==> config.mk <==
export PLATFORM = sky130hd
export DESIGN_NAME = gcrb_top
export DESIGN_NICKNAME = d
export VERILOG_FILES = /design/src/common/gcrb_pkg.sv /design/src/hw/gcrb_axis_sel.sv /design/src/hw/gcrb_top.sv
export SDC_FILE = /design/constraint.sdc
export NUM_CORES = 1
export LEC_CHECK = 0
export BUFFER_PORTS_ARGS = -buffer_cell sky130_fd_sc_hd__clkbuf_2
export CAP_MARGIN = 20
export CORE_MARGIN = 2
export CORE_UTILIZATION = 37
export CTS_CLUSTER_DIAMETER = 120
export DETAILED_ROUTE_END_ITERATION = 16
export PLACE_DENSITY = 0.75
export SYNTH_ARGS = -nofsm -noshare
export SYNTH_HDL_FRONTEND = slang
export SYNTH_SLANG_ARGS = --single-unit
==> constraint.sdc <==
create_clock -name CLK_SYS -period 1 [get_ports CLK_SYS]
set_input_delay 0 -clock CLK_SYS [delete_from_list [all_inputs] [get_ports CLK_SYS]]
set_output_delay 0 -clock CLK_SYS [all_outputs]
set_load 0.02 [all_outputs]
==> src/common/gcrb_pkg.sv <==
// global configuration register bank: shared constants
// assumes one clock domain and a serial front end that delivers whole register accesses
package gcrb_pkg;
	// register access
	localparam int ADDR_W = 8; // address width of one access
	localparam int DATA_W = 32; // data width of one access
	localparam logic [7:0] WRITE_FLAG = 8'h80; // added to the address to mark a write
	localparam logic [6:0] CFG_OFS = 7'h00; // global configuration register offset
	localparam int CFG_W = 12; // width of the global configuration register
	localparam logic [11:0] CFG_RESET = 12'h000; // power-up value of the configuration
	// field positions in the global configuration register
	localparam int BIT_PARALLEL = 0; // one motor at double current
	localparam int BIT_AXIS1_EXT = 1; // axis 1 from external step and direction
	localparam int BIT_AXIS2_EXT = 2; // axis 2 from external step and direction
	// driver settings word width
	localparam int SET_W = 8;
	localparam logic [7:0] SET_RESET = 8'h00; // driver settings after reset
endpackage

==> src/hw/gcrb_axis_sel.sv <==
// axis motion source selector: ramp generator or external step and direction
// assumes all inputs are synchronous to the system clock
`timescale 1ns/1ps
module gcrb_axis_sel (
	input wire logic ext_sel,
	input wire logic ramp_step,
	input wire logic ramp_dir,
	input wire logic ext_step,
	input wire logic ext_dir,
	output logic sel_step,
	output logic sel_dir,
	output logic ramp_en
);
	// pick the source and park the ramp generator when it is bypassed
	always_comb begin
		if (ext_sel) begin
			sel_step = ext_step;
			sel_dir = ext_dir;
			ramp_en = 1'b0; // RULE_08 RULE_10
		end else begin
			sel_step = ramp_step;
			sel_dir = ramp_dir;
			ramp_en = 1'b1; // RULE_07 RULE_09
		end
	end
endmodule

==> src/hw/gcrb_top.sv <==
// global configuration register bank with axis source and driver stage routing
// assumes the serial front end delivers one register access per REG_VALID pulse
// How it works
// [RULE_01] power-up clears every register to zero
// [RULE_02] address plus 0x80 writes, otherwise reads
// [RULE_03] bit 0 clear: two independent driver stages
// [RULE_04] bit 0 set: stage two copies stage one
// [RULE_05] paralleled mode ignores second driver settings
// [RULE_06] host sets parallel bit before driver enable
// [RULE_07] bit 1 clear: axis 1 from ramp 1
// [RULE_08] bit 1 set: axis 1 external, ramp 1 idle
// [RULE_09] bit 2 clear: axis 2 from ramp 2
// [RULE_10] bit 2 set: axis 2 external, ramp 2 idle
// [RULE_11] read returns last written value, zero initially
`timescale 1ns/1ps
module gcrb_top #(
	parameter int CFG_W = gcrb_pkg::CFG_W,
	parameter int SET_W = gcrb_pkg::SET_W
) (
	input wire logic CLK_SYS,
	input wire logic RST,
	input wire logic REG_VALID,
	input wire logic [gcrb_pkg::ADDR_W-1:0] REG_ADDR,
	input wire logic [gcrb_pkg::DATA_W-1:0] REG_WDATA,
	output logic REG_RVALID,
	output logic [gcrb_pkg::DATA_W-1:0] REG_RDATA,
	input wire logic RAMP1_STEP,
	input wire logic RAMP1_DIR,
	input wire logic RAMP2_STEP,
	input wire logic RAMP2_DIR,
	input wire logic AXIS1_STEP_INPUT,
	input wire logic AXIS1_DIR_INPUT,
	input wire logic AXIS2_STEP_INPUT,
	input wire logic AXIS2_DIR_INPUT,
	input wire logic [SET_W-1:0] DRV1_SETTINGS_IN,
	input wire logic [SET_W-1:0] DRV2_SETTINGS_IN,
	output logic RAMP1_ENABLE,
	output logic RAMP2_ENABLE,
	output logic DRV1_STEP,
	output logic DRV1_DIR,
	output logic DRV2_STEP,
	output logic DRV2_DIR,
	output logic [SET_W-1:0] DRV1_SETTINGS,
	output logic [SET_W-1:0] DRV2_SETTINGS,
	output logic PARALLEL_MODE
);
	// the field positions and read path assume these widths
	if (CFG_W < 3 || CFG_W > gcrb_pkg::DATA_W) begin : g_bad_cfg_w
		$error("CFG_W out of range");
	end
	if (SET_W < 1) begin : g_bad_set_w
		$error("SET_W out of range");
	end

	// configuration register and read answer
	logic [CFG_W-1:0] cfg_r, cfg_nxt; // global configuration bits
	logic rvalid_r, rvalid_nxt; // read answer strobe
	logic [gcrb_pkg::DATA_W-1:0] rdata_r, rdata_nxt; // read answer data
	// driver stage outputs
	logic d1_step_r, d1_step_nxt;
	logic d1_dir_r, d1_dir_nxt;
	logic d2_step_r, d2_step_nxt;
	logic d2_dir_r, d2_dir_nxt;
	logic [SET_W-1:0] s1_r, s1_nxt; // effective driver 1 settings
	logic [SET_W-1:0] s2_r, s2_nxt; // effective driver 2 settings
	// per-axis selected motion and ramp usage
	logic [1:0] ax_ext; // external control per axis
	logic [1:0] ax_step; // selected step per axis
	logic [1:0] ax_dir; // selected direction per axis
	logic [1:0] ax_ramp_en; // ramp generator in use per axis
	logic [1:0] ramp_step_v;
	logic [1:0] ramp_dir_v;
	logic [1:0] ext_step_v;
	logic [1:0] ext_dir_v;
	logic parallel; // one motor at double current

	// decode of the access: base offset only, the write mark bit is ignored
	function automatic logic hits(input logic [gcrb_pkg::ADDR_W-1:0] a,
		input logic [6:0] ofs);
		hits = (a[6:0] == ofs);
	endfunction

	assign parallel = cfg_r[gcrb_pkg::BIT_PARALLEL];
	assign ax_ext[0] = cfg_r[gcrb_pkg::BIT_AXIS1_EXT];
	assign ax_ext[1] = cfg_r[gcrb_pkg::BIT_AXIS2_EXT];
	assign ramp_step_v = {RAMP2_STEP, RAMP1_STEP};
	assign ramp_dir_v = {RAMP2_DIR, RAMP1_DIR};
	assign ext_step_v = {AXIS2_STEP_INPUT, AXIS1_STEP_INPUT};
	assign ext_dir_v = {AXIS2_DIR_INPUT, AXIS1_DIR_INPUT};

	// one source selector per axis
	for (genvar i = 0; i < 2; i++) begin : g_axis
		gcrb_axis_sel u_sel (
			.ext_sel(ax_ext[i]), // RULE_07 RULE_08 RULE_09 RULE_10
			.ramp_step(ramp_step_v[i]),
			.ramp_dir(ramp_dir_v[i]),
			.ext_step(ext_step_v[i]),
			.ext_dir(ext_dir_v[i]),
			.sel_step(ax_step[i]),
			.sel_dir(ax_dir[i]),
			.ramp_en(ax_ramp_en[i])
		);
	end

	// register access: write when the mark is present, read otherwise
	always_comb begin
		cfg_nxt = cfg_r;
		rvalid_nxt = 1'b0;
		rdata_nxt = rdata_r;
		if (REG_VALID) begin
			if ((REG_ADDR & gcrb_pkg::WRITE_FLAG) != 8'h00) begin
				// write to the base register
				if (hits(REG_ADDR, gcrb_pkg::CFG_OFS)) begin
					cfg_nxt = REG_WDATA[CFG_W-1:0]; // RULE_02
				end
			end else begin
				// read: unmapped offsets answer zero
				rvalid_nxt = 1'b1;
				rdata_nxt = '0;
				if (hits(REG_ADDR, gcrb_pkg::CFG_OFS)) begin
					rdata_nxt[CFG_W-1:0] = cfg_r; // RULE_11
				end
			end
		end
	end

	// register bank flip-flops
	always_ff @(posedge CLK_SYS) begin
		if (RST) begin
			cfg_r <= CFG_W'(gcrb_pkg::CFG_RESET); // RULE_01
			rvalid_r <= 1'b0;
			rdata_r <= '0; // RULE_01
		end else begin
			cfg_r <= cfg_nxt;
			rvalid_r <= rvalid_nxt;
			rdata_r <= rdata_nxt;
		end
	end

	// driver stage routing
	always_comb begin
		d1_step_nxt = ax_step[0];
		d1_dir_nxt = ax_dir[0];
		s1_nxt = DRV1_SETTINGS_IN;
		if (parallel) begin
			// second stage mirrors the first
			d2_step_nxt = ax_step[0]; // RULE_04
			d2_dir_nxt = ax_dir[0]; // RULE_04
			s2_nxt = DRV1_SETTINGS_IN; // RULE_05
		end else begin
			// independent second axis
			d2_step_nxt = ax_step[1]; // RULE_03
			d2_dir_nxt = ax_dir[1]; // RULE_03
			s2_nxt = DRV2_SETTINGS_IN; // RULE_03
		end
	end

	// driver stage flip-flops
	always_ff @(posedge CLK_SYS) begin
		if (RST) begin
			d1_step_r <= 1'b0;
			d1_dir_r <= 1'b0;
			d2_step_r <= 1'b0;
			d2_dir_r <= 1'b0;
			s1_r <= SET_W'(gcrb_pkg::SET_RESET); // RULE_01
			s2_r <= SET_W'(gcrb_pkg::SET_RESET); // RULE_01
		end else begin
			d1_step_r <= d1_step_nxt;
			d1_dir_r <= d1_dir_nxt;
			d2_step_r <= d2_step_nxt;
			d2_dir_r <= d2_dir_nxt;
			s1_r <= s1_nxt;
			s2_r <= s2_nxt;
		end
	end

	// outputs
	assign REG_RVALID = rvalid_r;
	assign REG_RDATA = rdata_r;
	assign DRV1_STEP = d1_step_r;
	assign DRV1_DIR = d1_dir_r;
	assign DRV2_STEP = d2_step_r;
	assign DRV2_DIR = d2_dir_r;
	assign DRV1_SETTINGS = s1_r;
	assign DRV2_SETTINGS = s2_r;
	assign RAMP1_ENABLE = ax_ramp_en[0];
	assign RAMP2_ENABLE = ax_ramp_en[1];
	// the host must settle this before enabling the drivers
	assign PARALLEL_MODE = parallel; // RULE_06

	// checks
	property p_reset_zero;
		@(posedge CLK_SYS) RST |=> (cfg_r == '0) && !REG_RVALID;
	endproperty
	a_reset_zero: assert property (p_reset_zero) else $error("config not cleared"); // RULE_01

	property p_write;
		@(posedge CLK_SYS) disable iff (RST)
		REG_VALID && REG_ADDR == (gcrb_pkg::WRITE_FLAG | {1'b0, gcrb_pkg::CFG_OFS})
		|=> cfg_r == $past(REG_WDATA[CFG_W-1:0]) && !REG_RVALID;
	endproperty
	a_write: assert property (p_write) else $error("write not stored"); // RULE_02

	property p_read_keeps;
		@(posedge CLK_SYS) disable iff (RST)
		REG_VALID && !REG_ADDR[7] |=> $stable(cfg_r) && REG_RVALID;
	endproperty
	a_read_keeps: assert property (p_read_keeps) else $error("read disturbed config"); // RULE_02

	property p_readback;
		@(posedge CLK_SYS) disable iff (RST)
		REG_VALID && REG_ADDR == {1'b0, gcrb_pkg::CFG_OFS}
		|=> REG_RDATA[CFG_W-1:0] == $past(cfg_r) && REG_RVALID;
	endproperty
	a_readback: assert property (p_readback) else $error("readback mismatch"); // RULE_11

	property p_indep;
		@(posedge CLK_SYS) disable iff (RST)
		!parallel |=> DRV2_STEP == $past(ax_step[1]) && DRV2_SETTINGS == $past(DRV2_SETTINGS_IN);
	endproperty
	a_indep: assert property (p_indep) else $error("stage two not independent"); // RULE_03

	property p_mirror;
		@(posedge CLK_SYS) disable iff (RST)
		parallel |=> DRV2_STEP == DRV1_STEP && DRV2_DIR == DRV1_DIR;
	endproperty
	a_mirror: assert property (p_mirror) else $error("stage two not mirrored"); // RULE_04

	property p_ignore2;
		@(posedge CLK_SYS) disable iff (RST)
		parallel |=> DRV2_SETTINGS == $past(DRV1_SETTINGS_IN);
	endproperty
	a_ignore2: assert property (p_ignore2) else $error("axis 2 settings used"); // RULE_05

	property p_ax1_ramp;
		@(posedge CLK_SYS) disable iff (RST)
		!ax_ext[0] |-> RAMP1_ENABLE ##1 DRV1_STEP == $past(RAMP1_STEP);
	endproperty
	a_ax1_ramp: assert property (p_ax1_ramp) else $error("axis 1 not from ramp"); // RULE_07

	property p_ax1_ext;
		@(posedge CLK_SYS) disable iff (RST)
		ax_ext[0] |-> !RAMP1_ENABLE ##1 DRV1_DIR == $past(AXIS1_DIR_INPUT);
	endproperty
	a_ax1_ext: assert property (p_ax1_ext) else $error("axis 1 not external"); // RULE_08

	property p_ax2_ramp;
		@(posedge CLK_SYS) disable iff (RST)
		!ax_ext[1] && !parallel |-> RAMP2_ENABLE ##1 DRV2_STEP == $past(RAMP2_STEP);
	endproperty
	a_ax2_ramp: assert property (p_ax2_ramp) else $error("axis 2 not from ramp"); // RULE_09

	property p_ax2_ext;
		@(posedge CLK_SYS) disable iff (RST)
		ax_ext[1] && !parallel |-> !RAMP2_ENABLE ##1 DRV2_DIR == $past(AXIS2_DIR_INPUT);
	endproperty
	a_ax2_ext: assert property (p_ax2_ext) else $error("axis 2 not external"); // RULE_10

	c_write: cover property (@(posedge CLK_SYS) disable iff (RST) REG_VALID && REG_ADDR[7]);
	c_parallel: cover property (@(posedge CLK_SYS) disable iff (RST) $rose(parallel));
	c_ext_both: cover property (@(posedge CLK_SYS) disable iff (RST) ax_ext == 2'b11);
	c_read: cover property (@(posedge CLK_SYS) disable iff (RST) REG_RVALID && REG_RDATA != '0);
endmodule

==> results by group, run 1 <==
Status
  • Status: completed

STA
  • Achievable frequency: 1020 MHz
  • Final hold viol count: 0
  • Slew Limit Fails: 0
  • Post-layout minimum cycle time: 0.982 ns
  • TNS Setup: 0 ns
  • RSZ-0062 raised after global routing: true
  • # setup viols final: 0
  • Worst Clk Skew: 0.00131 ns
  • Final Cycle Share: 98.2%

Floorplanning
  • Initial Utilization: 39.0%
  • Placeable Area: 4790 sq um
  • I/O pin count: 123
  • Die Height: 75.0 microns
  • Site row count: 25
  • Die Wd: 75.0 microns
  • Die area: 5620 sq um

Placed design
  • Post-detail-place hpwl: 2950 microns
  • Post-Place Cells: 336
  • PortBufs: 82
  • Routability Congestion: 0.713

Global routing
  • Gr usage total: 15.8%
  • Pin count of the biggest net entering global routing: 54
  • Gr ovfl total: 0
  • Vias in the first global route: 1532
  • Initial antenna violation count: 0
  • First-pass GRT wire length: 6710 microns

Pwr
  • Gate power share: 15.1%
  • Pwr/cell area: 1270 nW/um^2
  • Int Pwr: 2560 uW
  • Sequential group share of total power: 53.4%
  • Psw: 898 uW
  • Switching Share: 26.0%
  • Clk pwr share: 31.5%
  • Leakage: 0.00120 uW
  • Worst VDD drop: 0.713 mV
  • Final Power: 3460 uW

Logic synthesis
  • Post-synth cell types: 19
  • Netlist Area Pre-Place: 1860 sq um
  • Dominant cells by area after synthesis: dfxtp_1 48%, mux2i_1 12%, buf_4 8.5%
  • Sequential share of the synthesized area: 48.3%
  • Synth top area share: 48.3%
  • Synth Instances: 192
  • Yosys top cell by area: dfxtp_1
  • Post-synth top flop: dfxtp_1
  • Seq cells post-synth: 45
  • Async SR Flop Fraction: 0%
  • Syn_area_per_cell: 9.71 sq um
  • Synth Warn #: 0
  • Post-synth EDFFs: 0

Worst setup path
  • Critical path endpoint category: flop
  • CP arrival: 1.17 ns
  • Crit Path Category: reg2reg
  • Worst EP required: 1.19 ns
  • Critical Path Start Type: flop
  • Worst path max stage delay: 0.36 ns
  • Crit Path Max Fanout: 3
  • Worst path cell trace: mux2_2, a22o_1
  • Slowest cell on the critical path: dfxtp_2

Clock network
  • CTS tree: built
  • Clk buf depth: 2
  • H-tree Lvls: 2
  • Worst-path clk slew: 0.08 ns
  • Clock sink count: 45
  • Clock Tree Root: clkbuf_8
  • Latest clock arrival within the worst-skew pair: 0.29 ns
  • Num CTS Buffers: 5

Route
  • Initial DRC Count: 43
  • Vias: 1631
  • Avg WL per Cell: 12.2 microns
  • Vias/cell: 4.37
  • Wirelength, routed: 4560 microns
  • ANT nets after route: 0
  • Drt drc: 0
  • First-pass DRT Iterations: 4

Finish
  • Area grow syn2layout: 46.4%
  • Cell Count, Final, Fillers Out: 373
  • Antenna diodes: 0
  • Share of post-route cells with drive strength above 1: 34.3%
  • Layout Nets: 372

Job
  • Max-cap violations: 0

Min path
  • Worst Hold Class: in2reg
-- critical path: cells and delay by family (launching register included) --
kind / cells / cell delay [ns]
flops: 1 / 0.36
compound gates: 1 / 0.19
mux: 1 / 0.33
-- stage by stage --
step / instance area (sq um) / worst slack, ns / utilization [%] / hold slack [ns]
2_1_floorplan: 1940 / 0.000448 / - / 0.128
3_3_place_gp: 2320 / -0.0569 / 48.4 / 0.227
3_5_place_dp: 2320 / -0.102 / 48.4 / 0.234
4_1_cts: 2700 / 0.00268 / 56.4 / 0.00406
5_1_grt: 2730 / -0.0135 / 57.0 / 0.0255
6_report: 2730 / 0.0183 / 57.0 / 0.0136
-- routing by layer --
layer	share of wire, %	routed length, microns	track usage (%)
met5	0	0	0
met4	2.5	112	6.55
met3	5.6	257	4.15
met2	49	2260	26.9
met1	42	1930	18.7
-- logic make-up (layout without fill, tap and decap cells) --
| kind of cell | count (synthesis) | count (layout) | share of synthesized area [%] |
|---|---|---|---|
| other | 1 | 20 | 0.201 |
| AND/OR/NAND/NOR | 73 | 73 | 22.1 |
| flip-flops | 45 | 45 | 48.3 |
| buffers and inverters | 35 | 130 | 12.1 |
| AO/OA/AOI/OAI | 14 | 14 | 4.16 |
| multiplexers | 24 | 24 | 13.0 |
-- cell usage after synthesis, types with 2 or more instances --
cell,number
a21oi_1,12
a22o_1,2
buf_2,4
buf_4,21
clkbuf_1,7
dfxtp_1,45
inv_1,2
mux2_2,2
mux2i_1,22
nand2_1,12
nand2b_1,25
nand4_1,12
nor2_1,12
nor2b_1,9
-- state kept, by name, summed over array words and instances, names as in the netlist --
name	flops
DRV1_DIR	1
DRV1_STEP	1
DRV1_SETTINGS	8
DRV2_SETTINGS	8
REG_RDATA	12
DRV2_STEP	1
DRV2_DIR	1
cfg_r	12
REG_RVALID	1
-- final timing paths --
check                    start            to  slack (ns)  cells past startpoint
setup / recovery      cfg_r[2]      DRV2_DIR        0.02                      2
hold / removal      RAMP1_STEP     DRV1_STEP        0.01                      3
setup reg to reg      cfg_r[2]      DRV2_DIR        0.02                      2
hold reg to reg   REG_RDATA[4]  REG_RDATA[4]        0.45                      2
-- power groups by stage --
stage / Sequential (uW) / Combinational (uW) / Clock (uW)
2_1_floorplan: 1950 / 241 / 0
3_3_place_gp: 1890 / 407 / 0
3_5_place_dp: 1890 / 413 / 0
4_1_cts: 1850 / 505 / 1130
5_1_grt: 1850 / 563 / 1170
6_report: 1840 / 521 / 1090
-- layout make-up --
type                       instances  area [sq um]
fill                             434          2060
sequential                        45           907
timing repair buffer             120           833
multi-input combinational        131           812
tap                               67          83.8
clock buffer                       5          68.8
clock inverter                     3          17.5
inverter                           2          7.51
-- cells in the final DEF, fill, tap and decap left out, drive strengths merged, types with 9 or more instances in the layout --
cell type	n
nand4	12
mux2i	22
a21oi	12
conb	20
dlygate4sd3	28
nand2	12
buf	11
dfxtp	45
nor2	12
nor2b	9
nand2b	25
clkbuf	85
-- timing repair --
item	4_1_cts	5_1_grt
cloned	0	1
resized for setup	3	6
endpoints found under the hold margin	30	0
hold buffers	29	0
pin swaps	0	4
setup buffers	0	0
endpoints found under the setup margin	4	17
Note: power is estimated with default switching activity, not from simulation.
==> run 2, diff against run 1 <==
RECOVER_POWER = 100   (was unset)
SETUP_SLACK_MARGIN = 0.2   (was unset)
clock period = 0.9 ns   (was 1 ns; I/O delays follow)
==> run 2 against run 1 <==
  * The run now ends with negative setup slack left
  * Clock skew increased by 0.0095 ns
  * Cell count grew 2.7%
  * Sequential share of layout area down 4.5 points
  * Clock power increased by 49%
  * Wire length rose by 22%
  * Critical path depth unchanged
  * Critical endpoint is now DRV2_STEP
  * Largest cell class is now non-clock buffers
  * Highest routed layer unchanged
==> results by group, run 2 (synthesis gave the netlist of run 1 again) <==
Status
  • Status: finished, violations left (was completed)
  • Failing checks: negative setup slack

Finish
  • Layout Nets: 382 (was 372)
  • Cell Count, Final, Fillers Out: 383 (was 373)
  • Area grow syn2layout: 78.2% (was 46.4%)
  • Antenna diodes: 0 (unchanged)
  • Commonest non-fill, non-tap cell in the layout: clkbuf_2 (unchanged)
  • Commonest cells after routing, fill and taps aside: 39 x clkbuf_2, 36 x buf_8, 34 x dfxtp_2, 28 x dlygate4sd3_1, 24 x nand2b_1 (was 79 x clkbuf_2, 42 x dfxtp_1, 28 x dlygate4sd3_1, 25 x nand2b_1, 22 x mux2i_1)
  • Post-Route Utilization: 69.4% (was 57.0%)
  • Share of post-route cells with drive strength above 1: 48.4% (was 34.3%)

Worst setup path
  • Worst EP required: 1.11 ns (was 1.19 ns)
  • Family with the most delay on the worst path: flip-flops (unchanged)
  • Levels on crit path: 2 (unchanged)
  • R2R Setup Slk: -0.06 ns (was 0.02 ns)
  • Crit Path Category: reg2reg (unchanged)
  • Worst path cell trace: mux2_4, a22o_1 (was mux2_2, a22o_1)
  • RR Endpoint: DRV2_STEP (was DRV2_DIR)
  • R2r worst-path depth: 2 (unchanged)
  • Reg-to-reg critical path startpoint: cfg_r[2] (unchanged)
  • Critical path endpoint category: flop (unchanged)
  • Worst path max stage delay: 0.38 ns (was 0.36 ns)
  • CP arrival: 1.17 ns (about the same)
  • CP startpoint: cfg_r[2] (unchanged)
  • Worst setup path endpoint: DRV2_STEP (was DRV2_DIR)
  • Worst Path Buf+Inv: 0 (unchanged)
  • Crit Path Max Fanout: 3 (unchanged)
  • Slowest cell on the critical path: dfxtp_4 (was dfxtp_2)
  • Critical Path Start Type: flop (unchanged)

STA
  • # setup viols final: 9 (was 0)
  • RSZ-0062 raised after global routing: true (unchanged)
  • Worst Clk Skew: 0.0108 ns (was 0.00131 ns)
  • Final Cycle Share: 107% (was 98.2%)
  • TNS Setup: -0.270 ns (was 0 ns)
  • PnR worst setup slack: -0.0613 ns (was 0.0183 ns)
  • Post-layout minimum cycle time: 0.961 ns (was 0.982 ns)
  • Worst rel slew slack: 56.3%
  • Achievable frequency: 1040 MHz (was 1020 MHz)
  • Slew Limit Fails: 0 (unchanged)
  • Least-Margin Pin Slew: 0.656 ns
  • Final hold viol count: 0 (unchanged)

Placed design
  • Post-detail-place hpwl: 2980 microns (was 2950 microns)
  • Post-Place Cells: 336 (unchanged)
  • Routability Congestion: 0.722 (was 0.713)
  • PortBufs: 82 (unchanged)

Clock network
  • Worst-path clk slew: 0.09 ns (was 0.08 ns)
  • Clock Tree Root: clkbuf_8 (unchanged)
  • Clk buf depth: 2 (unchanged)
  • Clock sink count: 45 (unchanged)
  • H-tree Lvls: 2 (unchanged)
  • CTS Hold Bufs: 28 (was 29)
  • Num CTS Buffers: 5 (unchanged)
  • CTS tree: built (unchanged)
  • Latest clock arrival within the worst-skew pair: 0.30 ns (was 0.29 ns)

Global routing
  • Initial antenna violation count: 0 (unchanged)
  • First-pass GRT wire length: 7530 microns (was 6710 microns)
  • Pin count of the biggest net entering global routing: 38 (was 54)
  • Vias in the first global route: 1663 (was 1532)
  • Gr usage total: 17.9% (was 15.8%)
  • Gr ovfl total: 0 (unchanged)

Route
  • Avg WL per Cell: 14.5 microns (was 12.2 microns)
  • First-pass DRT Iterations: 4 (unchanged)
  • Vias: 1775 (was 1631)
  • Vias/cell: 4.63 (was 4.37)
  • Initial DRC Count: 45 (was 43)
  • ANT nets after route: 0 (unchanged)
  • Wirelength, routed: 5560 microns (was 4560 microns)
  • Drt drc: 0 (unchanged)

Job
  • Max-cap violations: 0 (unchanged)

Pwr
  • Leakage: 0.00138 uW (was 0.00120 uW)
  • Int Pwr: 3300 uW (was 2560 uW)
  • Switching Share: 24.6% (was 26.0%)
  • Gate power share: 15.6% (was 15.1%)
  • Sequential group share of total power: 47.4% (was 53.4%)
  • Clk pwr share: 37.0% (was 31.5%)
  • Psw: 1080 uW (was 898 uW)
  • Pwr/cell area: 1320 nW/um^2 (was 1270 nW/um^2)
  • Final Power: 4380 uW (was 3460 uW)
  • Worst VDD drop: 0.891 mV (was 0.713 mV)

Floorplanning
  • Placeable Area: 4790 sq um (unchanged)
  • Die Height: 75.0 microns (unchanged)
  • Die Wd: 75.0 microns (unchanged)
  • Initial Utilization: 39.0% (unchanged)
  • I/O pin count: 123 (unchanged)
  • Site row count: 25 (unchanged)
  • Die area: 5620 sq um (unchanged)

Min path
  • Worst Hold Class: in2reg (unchanged)
==> run 2: power groups by stage <==
stage	Clock (uW)	Sequential [uW]	Combinational, uW
3_5_place_dp	0	2100	457
6_report	1620	2070	683
4_1_cts	1620	2060	637
5_1_grt	1720	2080	726
3_3_place_gp	0	2090	455
2_1_floorplan	0	2160	269
==> run 2: stage by stage <==
stage / setup slack, ns / area (sq um) / hold slack, ns
floorplan: -0.0981 / 1950 / 0.128
global placement: -0.126 / 2310 / 0.226
detailed placement: -0.189 / 2310 / 0.232
CTS: -0.0449 / 3210 / -0.00749
global route: -0.0888 / 3320 / -0.000519
finish: -0.0613 / 3320 / 0.00348
==> run 2: worst min path at each step <==
stage	start	endpoint	cells past startpoint
4_1_cts	RST	DRV1_DIR	2
2_1_floorplan	DRV1_SETTINGS_IN[0]	DRV1_SETTINGS[0]	1
3_3_place_gp	DRV1_SETTINGS_IN[0]	DRV1_SETTINGS[0]	2
6_report	RST	DRV1_DIR	2
3_5_place_dp	DRV1_SETTINGS_IN[4]	DRV1_SETTINGS[4]	2
5_1_grt	RST	DRV1_DIR	2
==> run 2: routing by layer <==
metal  vias to the layer above  wire (microns)  GRT usage, %
met5                         -               0             0
met4                         0              81          7.94
met3                         6             340          4.69
met2                        84            3130          32.5
met1                       845            2010          19.6
li1                        840               -             -
==> run 2: repair_timing <==
item,4_1_cts,5_1_grt
endpoints found under the setup margin,63,72
cloned,1,0
hold endpoints to repair,30,1
pin swaps,6,20
buffers inserted,9,1
gates resized for setup,113,60
==> run 2: final cells by class <==
| cell class | count | area, sq um |
|---|---|---|
| Multi-Input combinational cell | 131 | 852 |
| Sequential cell | 45 | 955 |
| Tap cell | 67 | 83.8 |
| Inverter | 2 | 12.5 |
| Clock inverter | 2 | 37.5 |
| Clock buffer | 6 | 82.6 |
| Fill cell | 342 | 1460 |
| Timing Repair Buffer | 130 | 1300 |
==> run 2: worst register-to-register path: stages, from the launching register on <==
cell	delay, ns
dfxtp_4	0.38
mux2_4	0.30
a22o_1	0.18
